<file path="src/scd_pkg.sv">
package scd_pkg;

  // ----------------------------------------------------------------
  // ratio encoding (log2 of the oversampling ratio)
  // ----------------------------------------------------------------
  localparam logic [3:0] SCD_LG_DOUBLE = 4'h6;
  localparam logic [3:0] SCD_LG_BASE = 4'h7;
  localparam logic [3:0] SCD_LG_SINC3_MAX = 4'ha;
  localparam logic [3:0] SCD_LG_ONE = 4'h1;

  // ----------------------------------------------------------------
  // phase offset field and limits
  // ----------------------------------------------------------------
  localparam int unsigned SCD_PHASE_W = 10;
  localparam logic signed [10:0] SCD_PHASE_CAP = 11'sh200;
  localparam logic [10:0] SCD_PHASE_ONE = 11'h001;

  // ----------------------------------------------------------------
  // counters and widths
  // ----------------------------------------------------------------
  localparam int unsigned SCD_POS_W = 14;
  localparam int unsigned SCD_ONES_W = 15;
  localparam int unsigned SCD_SINC3_W = 31;
  localparam logic [SCD_POS_W-1:0] SCD_POS_RST = 14'h0000;
  localparam logic [1:0] SCD_STARTUP_CONV = 2'h2;
  localparam logic [1:0] SCD_CONV_RST = 2'h0;

  // ----------------------------------------------------------------
  // settling interval, in modulator clock periods
  // ----------------------------------------------------------------
  localparam logic [15:0] SCD_SETTLE_MULT = 16'h0003;
  localparam logic [15:0] SCD_SETTLE_FIXED = 16'h002c;
  localparam logic [15:0] SCD_SETTLE_TAIL = 16'h0004;
  localparam logic [15:0] SCD_SETTLE_TWO = 16'h0002;
  localparam logic [15:0] SCD_SETTLE_ONE = 16'h0001;
  localparam logic [15:0] SCD_SETTLE_RST = 16'h0000;

  // ----------------------------------------------------------------
  // output path selection
  // ----------------------------------------------------------------
  typedef enum logic [1:0] {
    SCD_FAST = 2'b01,
    SCD_SINC3 = 2'b10
  } scd_path_type;

endpackage

</file>
<file path="src/scd_win_if.sv">
`timescale 1ns/10ps
interface scd_win_if;
  logic tick;
  logic restart;
  logic multi;
  logic [3:0] lg;
  logic [3:0] lg3;
  logic dump3;
  logic dump_all;

  modport win (input tick, input lg, input lg3, output dump3, output dump_all);
  modport chan (input tick, input restart, input multi, input lg3, input dump3,
                input dump_all);
endinterface

</file>
<file path="src/scd_phase_win.sv">
`timescale 1ns/10ps
module scd_phase_win (
  // clock and reset
  input wire logic clk_in,
  input wire logic rst_n_in,
  // window control
  input wire logic [scd_pkg::SCD_PHASE_W-1:0] phase_in,
  input wire logic [scd_pkg::SCD_POS_W-1:0] ref_in,
  scd_win_if.win w
);
  import scd_pkg::*;

  logic signed [10:0] clip_reg;
  logic signed [10:0] clip_next;
  logic signed [10:0] half;
  logic signed [10:0] ph;
  logic [SCD_POS_W-1:0] mask;
  logic [SCD_POS_W-1:0] mask3;
  logic [SCD_POS_W-1:0] pos;

  // ----------------------------------------------------------------
  // clipping of the programmed offset
  // ----------------------------------------------------------------
  always_comb begin
    ph = signed'({phase_in[SCD_PHASE_W-1], phase_in});
    if (w.lg >= SCD_LG_SINC3_MAX) begin
      half = SCD_PHASE_CAP;
    end else begin
      half = signed'(SCD_PHASE_ONE << (w.lg - SCD_LG_ONE));
    end
    if (ph > half - 11'sh001) begin
      clip_next = half - 11'sh001;
    end else if (ph < -half) begin
      clip_next = -half;
    end else begin
      clip_next = ph;
    end
  end

  always_ff @(posedge clk_in or negedge rst_n_in) begin
    if (!rst_n_in) begin
      clip_reg <= 11'sh000;
    end else begin
      clip_reg <= clip_next;
    end
  end

  // ----------------------------------------------------------------
  // window position: shared count shifted by this channel's offset
  // ----------------------------------------------------------------
  always_comb begin
    mask = SCD_POS_W'((15'h0001 << w.lg) - 15'h0001);
    mask3 = SCD_POS_W'((15'h0001 << w.lg3) - 15'h0001);
    pos = (ref_in - {{3{clip_reg[10]}}, clip_reg}) & mask;
  end

  assign w.dump3 = w.tick && ((pos & mask3) == mask3);
  assign w.dump_all = w.tick && (pos == mask);
endmodule

</file>
<file path="src/scd_sinc_chan.sv">
`timescale 1ns/10ps
module scd_sinc_chan #(
  parameter int unsigned DW = 36
) (
  // clock and reset
  input wire logic clk_in,
  input wire logic rst_n_in,
  // modulator bit and window
  input wire logic bit_in,
  scd_win_if.chan w,
  // results
  output logic [DW-1:0] sinc_out,
  output logic [DW-1:0] fast_out,
  output logic done_out
);
  import scd_pkg::*;

  logic [SCD_SINC3_W-1:0] i1_reg, i2_reg, i3_reg, d1_reg, d2_reg, d3_reg;
  logic [SCD_SINC3_W-1:0] i1_next, i2_next, i3_next, d1_next, d2_next, d3_next;
  logic [SCD_SINC3_W-1:0] c1, c2, c3;
  logic [DW-1:0] acc_reg, acc_next, sinc_reg, sinc_next, fast_reg, fast_next;
  logic [SCD_ONES_W-1:0] ones_reg, ones_next, ones_plus;
  logic done_reg, done_next;

  // ----------------------------------------------------------------
  // sinc3 integrate/comb, sinc1 sum, first-order fast path
  // ----------------------------------------------------------------
  always_comb begin
    c1 = i3_reg - d1_reg;
    c2 = c1 - d2_reg;
    c3 = c2 - d3_reg;
    ones_plus = ones_reg + SCD_ONES_W'(bit_in);
    {i1_next, i2_next, i3_next} = {i1_reg, i2_reg, i3_reg};
    {d1_next, d2_next, d3_next} = {d1_reg, d2_reg, d3_reg};
    acc_next = acc_reg;
    sinc_next = sinc_reg;
    fast_next = fast_reg;
    ones_next = ones_reg;
    done_next = 1'b0;
    if (w.restart) begin
      // a restarted filter starts empty and must settle again
      {i1_next, i2_next, i3_next} = '0;
      {d1_next, d2_next, d3_next} = '0;
      acc_next = '0;
      ones_next = '0;
    end else if (w.tick) begin
      i1_next = i1_reg + SCD_SINC3_W'(bit_in);
      i2_next = i2_reg + i1_reg;
      i3_next = i3_reg + i2_reg;
      ones_next = ones_plus;
      if (w.dump3) begin
        d1_next = i3_reg;
        d2_next = c1;
        d3_next = c2;
        acc_next = acc_reg + DW'(c3);
      end
      if (w.dump_all) begin
        sinc_next = w.multi ? acc_reg + DW'(c3) : DW'(c3);
        acc_next = '0;
        // scaled so both paths share the sinc3 gain
        fast_next = DW'(ones_plus) << {w.lg3, 1'b0};
        ones_next = '0;
        done_next = 1'b1;
      end
    end
  end

  always_ff @(posedge clk_in or negedge rst_n_in) begin
    if (!rst_n_in) begin
      {i1_reg, i2_reg, i3_reg, d1_reg, d2_reg, d3_reg} <= '0;
      acc_reg <= '0;
      sinc_reg <= '0;
      fast_reg <= '0;
      ones_reg <= '0;
      done_reg <= 1'b0;
    end else begin
      {i1_reg, i2_reg, i3_reg} <= {i1_next, i2_next, i3_next};
      {d1_reg, d2_reg, d3_reg} <= {d1_next, d2_next, d3_next};
      acc_reg <= acc_next;
      sinc_reg <= sinc_next;
      fast_reg <= fast_next;
      ones_reg <= ones_next;
      done_reg <= done_next;
    end
  end

  assign sinc_out = sinc_reg;
  assign fast_out = fast_reg;
  assign done_out = done_reg;
endmodule

</file>
<file path="src/scd_decimator.sv">
`timescale 1ns/10ps
// What this block does
// - each channel switches to the sinc3 path after two conversions from reset.
// - ratios 64 to 1024 use the sinc3 output directly at full ratio.
// - ratios 2048 and up run sinc3 at 1024, then sinc1 by 2 to 16.
// - nulls at multiples of output rate, repeating at modulator rate multiples.
// - enable, mux or gain change, or resync restarts the filter to settle.
// - results keep coming while settling, never held back nor marked.
// - settling is 3*ratio+44+4, or (2*k+2)*1024+48 above 1024.
// - up to 1024 the response is the cubed sinc of length ratio.
// - each channel's phase offset is a 10-bit signed modulator cycle count.
// - each result covers one ratio of consecutive modulator samples, except the first after a restart.
// - equal offsets make all channels' windows line up in time.
// - a channel's window moves by its clipped offset against the others.
// - first two results come from a first-order fast path, then sinc3.
// - three-bit field picks 128 to 16384; double-rate picks 64.
// - offset clips to -ratio/2 .. ratio/2-1, and to -512..511 above 1024.
module scd_decimator #(
  parameter int unsigned NCH = 3,
  parameter int unsigned DW = 36
) (
  // clock and reset
  input wire logic clk_in,
  input wire logic rstn_in,
  // modulator stream, one bit per channel on each tick
  input wire logic mod_tick_in,
  input wire logic [NCH-1:0] mod_bits_in,
  // configuration
  input wire logic [2:0] osr_sel_in,
  input wire logic double_rate_in,
  input wire logic standby_in,
  input wire logic resync_in,
  input wire logic [NCH-1:0] ch_enable_in,
  input wire logic [NCH-1:0] ch_setting_change_in,
  input wire logic [NCH*scd_pkg::SCD_PHASE_W-1:0] channel_phase_offset_in,
  // results
  output logic [NCH*DW-1:0] data_out,
  output logic [NCH-1:0] data_valid_out,
  output logic [NCH-1:0] sinc3_path_out,
  // status
  output logic [15:0] settle_time_out
);
  import scd_pkg::*;

  // ----------------------------------------------------------------
  // reset release
  // ----------------------------------------------------------------
  logic rst_meta_reg;
  logic rst_n_reg;

  // the release passes two flops so no flop leaves reset on a different edge
  always_ff @(posedge clk_in or negedge rstn_in) begin
    if (!rstn_in) begin
      rst_meta_reg <= 1'b0;
      rst_n_reg <= 1'b0;
    end else begin
      rst_meta_reg <= 1'b1;
      rst_n_reg <= rst_meta_reg;
    end
  end

  // ----------------------------------------------------------------
  // ratio decode
  // ----------------------------------------------------------------
  logic [3:0] lg_reg;
  logic [3:0] lg_next;
  logic [3:0] lg3;
  logic multi;
  logic ratio_changed;

  always_comb begin
    if (double_rate_in) begin
      lg_next = SCD_LG_DOUBLE;
    end else begin
      lg_next = SCD_LG_BASE + {1'b0, osr_sel_in};
    end
  end

  always_ff @(posedge clk_in or negedge rst_n_reg) begin
    if (!rst_n_reg) begin
      lg_reg <= SCD_LG_BASE;
    end else begin
      lg_reg <= lg_next;
    end
  end

  always_comb begin
    multi = lg_reg > SCD_LG_SINC3_MAX;
    lg3 = multi ? SCD_LG_SINC3_MAX : lg_reg;
    // a ratio change mid-conversion is the host's mistake; restart cleanly
    ratio_changed = lg_next != lg_reg;
  end

  // ----------------------------------------------------------------
  // shared modulator position count
  // ----------------------------------------------------------------
  logic [SCD_POS_W-1:0] ref_reg;
  logic [SCD_POS_W-1:0] ref_next;
  logic [SCD_POS_W-1:0] ref_mask;
  logic global_restart;

  always_comb begin
    global_restart = standby_in || resync_in || ratio_changed;
    ref_mask = SCD_POS_W'((15'h0001 << lg_reg) - 15'h0001);
    ref_next = ref_reg;
    if (global_restart) begin
      ref_next = SCD_POS_RST;
    end else if (mod_tick_in) begin
      // one count for all channels keeps equal offsets aligned
      ref_next = (ref_reg + 14'h0001) & ref_mask;
    end
  end

  always_ff @(posedge clk_in or negedge rst_n_reg) begin
    if (!rst_n_reg) begin
      ref_reg <= SCD_POS_RST;
    end else begin
      ref_reg <= ref_next;
    end
  end

  // ----------------------------------------------------------------
  // settling interval for the current ratio
  // ----------------------------------------------------------------
  logic [15:0] settle_reg;
  logic [15:0] settle_next;
  logic [15:0] ratio16;
  logic [15:0] sinc1_k;

  always_comb begin
    ratio16 = SCD_SETTLE_ONE << lg_reg;
    sinc1_k = ratio16 >> SCD_LG_SINC3_MAX;
    if (!multi) begin
      settle_next = 16'(SCD_SETTLE_MULT * ratio16) + SCD_SETTLE_FIXED
                    + SCD_SETTLE_TAIL;
    end else begin
      settle_next = (((sinc1_k << 1) + SCD_SETTLE_TWO) << SCD_LG_SINC3_MAX)
                    + SCD_SETTLE_FIXED + SCD_SETTLE_TAIL;
    end
  end

  always_ff @(posedge clk_in or negedge rst_n_reg) begin
    if (!rst_n_reg) begin
      settle_reg <= SCD_SETTLE_RST;
    end else begin
      settle_reg <= settle_next;
    end
  end

  assign settle_time_out = settle_reg;

  // ----------------------------------------------------------------
  // per-channel filters and output selection
  // ----------------------------------------------------------------
  genvar g;
  generate
    for (g = 0; g < NCH; g++) begin : gen_ch
      scd_win_if win ();
      logic [DW-1:0] sinc_val;
      logic [DW-1:0] fast_val;
      logic done;
      scd_path_type path_reg;
      scd_path_type path_next;
      logic [1:0] conv_reg;
      logic [1:0] conv_next;
      logic [DW-1:0] data_reg;
      logic [DW-1:0] data_next;
      logic valid_reg;
      logic valid_next;

      assign win.tick = mod_tick_in;
      assign win.lg = lg_reg;
      assign win.lg3 = lg3;
      assign win.multi = multi;
      // the filter notches follow the modulator rate because the
      // window is counted in modulator ticks, not main clocks
      assign win.restart = global_restart || !ch_enable_in[g]
                           || ch_setting_change_in[g];

      scd_phase_win u_win (
        .clk_in(clk_in),
        .rst_n_in(rst_n_reg),
        .phase_in(channel_phase_offset_in[g*SCD_PHASE_W +: SCD_PHASE_W]),
        .ref_in(ref_reg),
        .w(win.win)
      );

      scd_sinc_chan #(
        .DW(DW)
      ) u_chan (
        .clk_in(clk_in),
        .rst_n_in(rst_n_reg),
        .bit_in(mod_bits_in[g]),
        .w(win.chan),
        .sinc_out(sinc_val),
        .fast_out(fast_val),
        .done_out(done)
      );

      // only reset returns to the fast path; resync and standby do not
      always_comb begin
        path_next = path_reg;
        conv_next = conv_reg;
        data_next = data_reg;
        valid_next = 1'b0;
        if (done) begin
          valid_next = 1'b1;
          unique case (path_reg)
            SCD_FAST: begin
              data_next = fast_val;
              conv_next = conv_reg + 2'h1;
              if (conv_reg + 2'h1 == SCD_STARTUP_CONV) begin
                path_next = SCD_SINC3;
              end
            end
            SCD_SINC3: begin
              data_next = sinc_val;
            end
            default: begin
              path_next = SCD_FAST;
            end
          endcase
        end
      end

      always_ff @(posedge clk_in or negedge rst_n_reg) begin
        if (!rst_n_reg) begin
          path_reg <= SCD_FAST;
          conv_reg <= SCD_CONV_RST;
          data_reg <= '0;
          valid_reg <= 1'b0;
        end else begin
          path_reg <= path_next;
          conv_reg <= conv_next;
          data_reg <= data_next;
          valid_reg <= valid_next;
        end
      end

      assign data_out[g*DW +: DW] = data_reg;
      assign data_valid_out[g] = valid_reg;
      assign sinc3_path_out[g] = path_reg == SCD_SINC3;
    end
  endgenerate
endmodule

</file>
<file path="config.mk">
export PLATFORM = sky130hd
export DESIGN_NAME = scd_decimator
export DESIGN_NICKNAME = d
export VERILOG_FILES = /design/src/scd_pkg.sv /design/src/scd_win_if.sv /design/src/scd_phase_win.sv /design/src/scd_sinc_chan.sv /design/src/scd_decimator.sv
export SDC_FILE = /design/constraint.sdc
export NUM_CORES = 2
export LEC_CHECK = 0
export ABC_AREA = 1
export BUFFER_PORTS_ARGS = -buffer_cell sky130_fd_sc_hd__buf_2
export CORE_UTILIZATION = 43
export CTS_BUF_LIST = sky130_fd_sc_hd__clkbuf_2
export DETAILED_ROUTE_END_ITERATION = 10
export PLACE_DENSITY_LB_ADDON = 0.3
export RECOVER_POWER = 50
export SYNTH_ARGS = -nofsm -noshare
export SYNTH_HDL_FRONTEND = slang
export SYNTH_SLANG_ARGS = --single-unit
</file>
<file path="constraint.sdc">
create_clock -name clk_in -period 33.8 [get_ports clk_in]
set_clock_uncertainty 0.2 [all_clocks]
set_input_delay 6.76 -clock clk_in [delete_from_list [all_inputs] [get_ports clk_in]]
set_output_delay 6.76 -clock clk_in [all_outputs]
set_load 0.005 [all_outputs]
</file>
==> flow_summary.json <==
{
  "drtAntennaViolNets": 0,
  "layout.nets": 12700,
  "rsz0062_at_grt": "no",
  "min_from": "rst_meta_reg",
  "htree_levels": 5,
  "grt_use_total_pct": 27.8,
  "tightest_slew_ns": 9.24,
  "overflow": 0,
  "die_x_um": 443,
  "fp.dieH_um": 443,
  "place_congestion": 0.962,
  "worstSkewPairLatency_ns": 1.86,
  "synth_warnings": 0,
  "post_dp_cell_area_mm2": 0.0870,
  "cts.sinks": 1122,
  "synthCells": 11600,
  "met3_length_mm": 17.2,
  "grt_pass1_wl_mm": 437,
  "syn_avg_cell_area_um2": 7.20,
  "core_mm2": 0.193,
  "r2r-start": "rst_n_reg",
  "hold_viol": 0,
  "fin_crit_sh_pct": 53.3,
  "grt_start_max_net_pins": 177,
  "post-place-ws_ns": 22.33,
  "met1_length_mm": 123,
  "p_leak_nw": 47.5,
  "timing.setup.critical_path_class": "reg2async",
  "post_route_cells_drive_above_1_share_pct": 7.22,
  "start_util_pct": 43.4,
  "status": "finished, violations left",
  "ys_ff_latch": 1122,
  "synth_common_cells": "nand2_1, inv_1, dfrtp_1",
  "cts_setup_buffers": 0,
  "p_per_area_mw_per_mm2": 30.2,
  "slew_headroom_pct": -516,
  "final_area_mm2": 0.0898,
  "cts-resized-gates": 0,
  "syn_to_final_growth_pct": 7.44,
  "top_layer": "met5",
  "io_buffers": 177,
  "crit_fanout": 176,
  "clkTransAtPathRegs_ns": 0.12,
  "io_pins": 178,
  "max_cap_viol_count": 16,
  "die_area_mm2": 0.196,
  "cp-end-kind": "async pin",
  "antenna_found_initial": 5,
  "fin_ws_ns": 15.79,
  "fmax_mhz": 55.5,
  "ys_seq_area_share_pct": 33.6,
  "synth_top_area_share_pct": 33.4,
  "cts_root_buffer": "clkbuf_2",
  "wl_mm": 278,
  "setup-tns-final_ns": 0,
  "synth_top_cell_by_area": "dfrtp_1",
  "wl_per_cell_um": 19.0,
  "required_ns": 35.37,
  "route.detailed.drc": 0,
  "cp-start-kind": "flop",
  "clockBufferDepth": 4,
  "dr.pass1.iters": 6,
  "netlist_top_cells_area": "dfrtp_1, nand2_1, ha_1",
  "cts_buffers": 340,
  "startpoint": "rst_n_reg",
  "ys_types": 68,
  "violations": "capacitance limit, slew limit",
  "synth-async-reset-ratio_pct": 100,
  "arrival_ns": 19.58,
  "cts_tree": "built",
  "synth_nets": 12400,
  "ys.flop_type": "dfrtp_1",
  "grt_pass1_vias": 78800,
  "ctsHoldBuffers": 0,
  "wl_met2_mm": 125,
  "slew_viol_final": 1169,
  "viasPerCell": 5.51,
  "peakVddDrop_uv": 23.1,
  "layout_min_cycle_time_ns": 18.01,
  "yosysMostFrequentCell": "nand2_1",
  "setup_viol": 0,
  "vias": 80700,
  "hpwl_mm": 211,
  "syn-cell-area_mm2": 0.0836,
  "drt_iter0_drc": 6353,
  "synth_edf_count": 0,
  "num_rows": 161,
  "hp-class": "reg2reg"
}
==> area by class of cell <==
class	instances	area (um^2)
Fill cell	19800	103000
Multi-Input combinational cell	8770	49000
Sequential cell	1122	28100
Inverter	1414	5310
Tap cell	2526	3160
Clock buffer	477	2390
Timing Repair Buffer	238	1310
Clock inverter	90	537
Antenna cell	7	17.5
==> where the power goes <==
group | total, mW | internal (mW) | switching [mW]
Combinational | 0.275 | 0.0708 | 0.204
Clock | 1.07 | 0.429 | 0.644
Sequential | 1.36 | 1.36 | 0.00912
==> kinds of logic (layout without fill, tap and decap cells) <==
kind of cell | Yosys count | in the layout | synth area share [%]
AO/OA/AOI/OAI | 2654 | 2654 | 17.7
XOR/XNOR | 463 | 463 | 4.90
adder cells (fa/ha/maj) | 740 | 740 | 11.3
buffers and inverters | 1728 | 2219 | 7.91
flip-flops | 1122 | 1122 | 33.6
multiplexers | 9 | 9 | 0.108
other | 2 | 9 | 0.00898
AND/OR/NAND/NOR | 4902 | 4902 | 24.5
==> routing by layer <==
metal  vias up  GRT usage, %
li1      39600             -
met2      2496          44.2
met1     38100          36.7
met3       542          4.71
met4         4          13.3
met5         -             0
==> cell usage in the layout, fill, tap and decap left out, drive strengths merged, types with 38 or more instances in the layout <==
cell type,instances
nand2,2941
inv,1412
dfrtp,1116
o21ai,1116
nor2,844
a21oi,831
ha,718
nand3,621
clkbuf,493
xor2,316
buf,222
nand4,210
a31oi,175
xnor2,147
nor3,135
o22ai,106
a21o,89
clkinv,85
o21bai,72
o211ai,63
or2,52
nor4,52
a21boi,38
==> critical path, stage by stage, from the launching register on <==
cell	delay, ns
dfrtp_1	1.49
clkbuf_1	4.86
clkbuf_1	6.88
clkbuf_1	3.06
buf_4	1.04
==> through the flow <==
stage / std cells / util, % / hold WS, ns / power (mW)
floorplan: 11600 / - / 0.131 / 1.57
global placement: 14100 / 45.1 / 0.133 / 1.66
detailed placement: 14100 / 45.1 / 0.143 / 1.66
CTS: 14600 / 46.6 / 0.0997 / 2.75
global route: 14600 / 46.6 / 0.189 / 2.86
finish: 14600 / 46.6 / 0.164 / 2.71
==> worst paths after layout <==
path	cells past startpoint	slack (ns)	to
max	4	15.79	gen_ch[0].win.lg[3]
min	0	0.16	rst_n_reg
max reg2reg	4	15.79	gen_ch[0].win.lg[3]
min reg2reg	0	0.16	rst_n_reg
max in group clk_in	4	22.56	sinc3_path_out[2]
min in group asynchronous	0	0.43	gen_ch[2].u_chan.i3_reg[15]
Note: power is estimated with default switching activity, not from simulation.
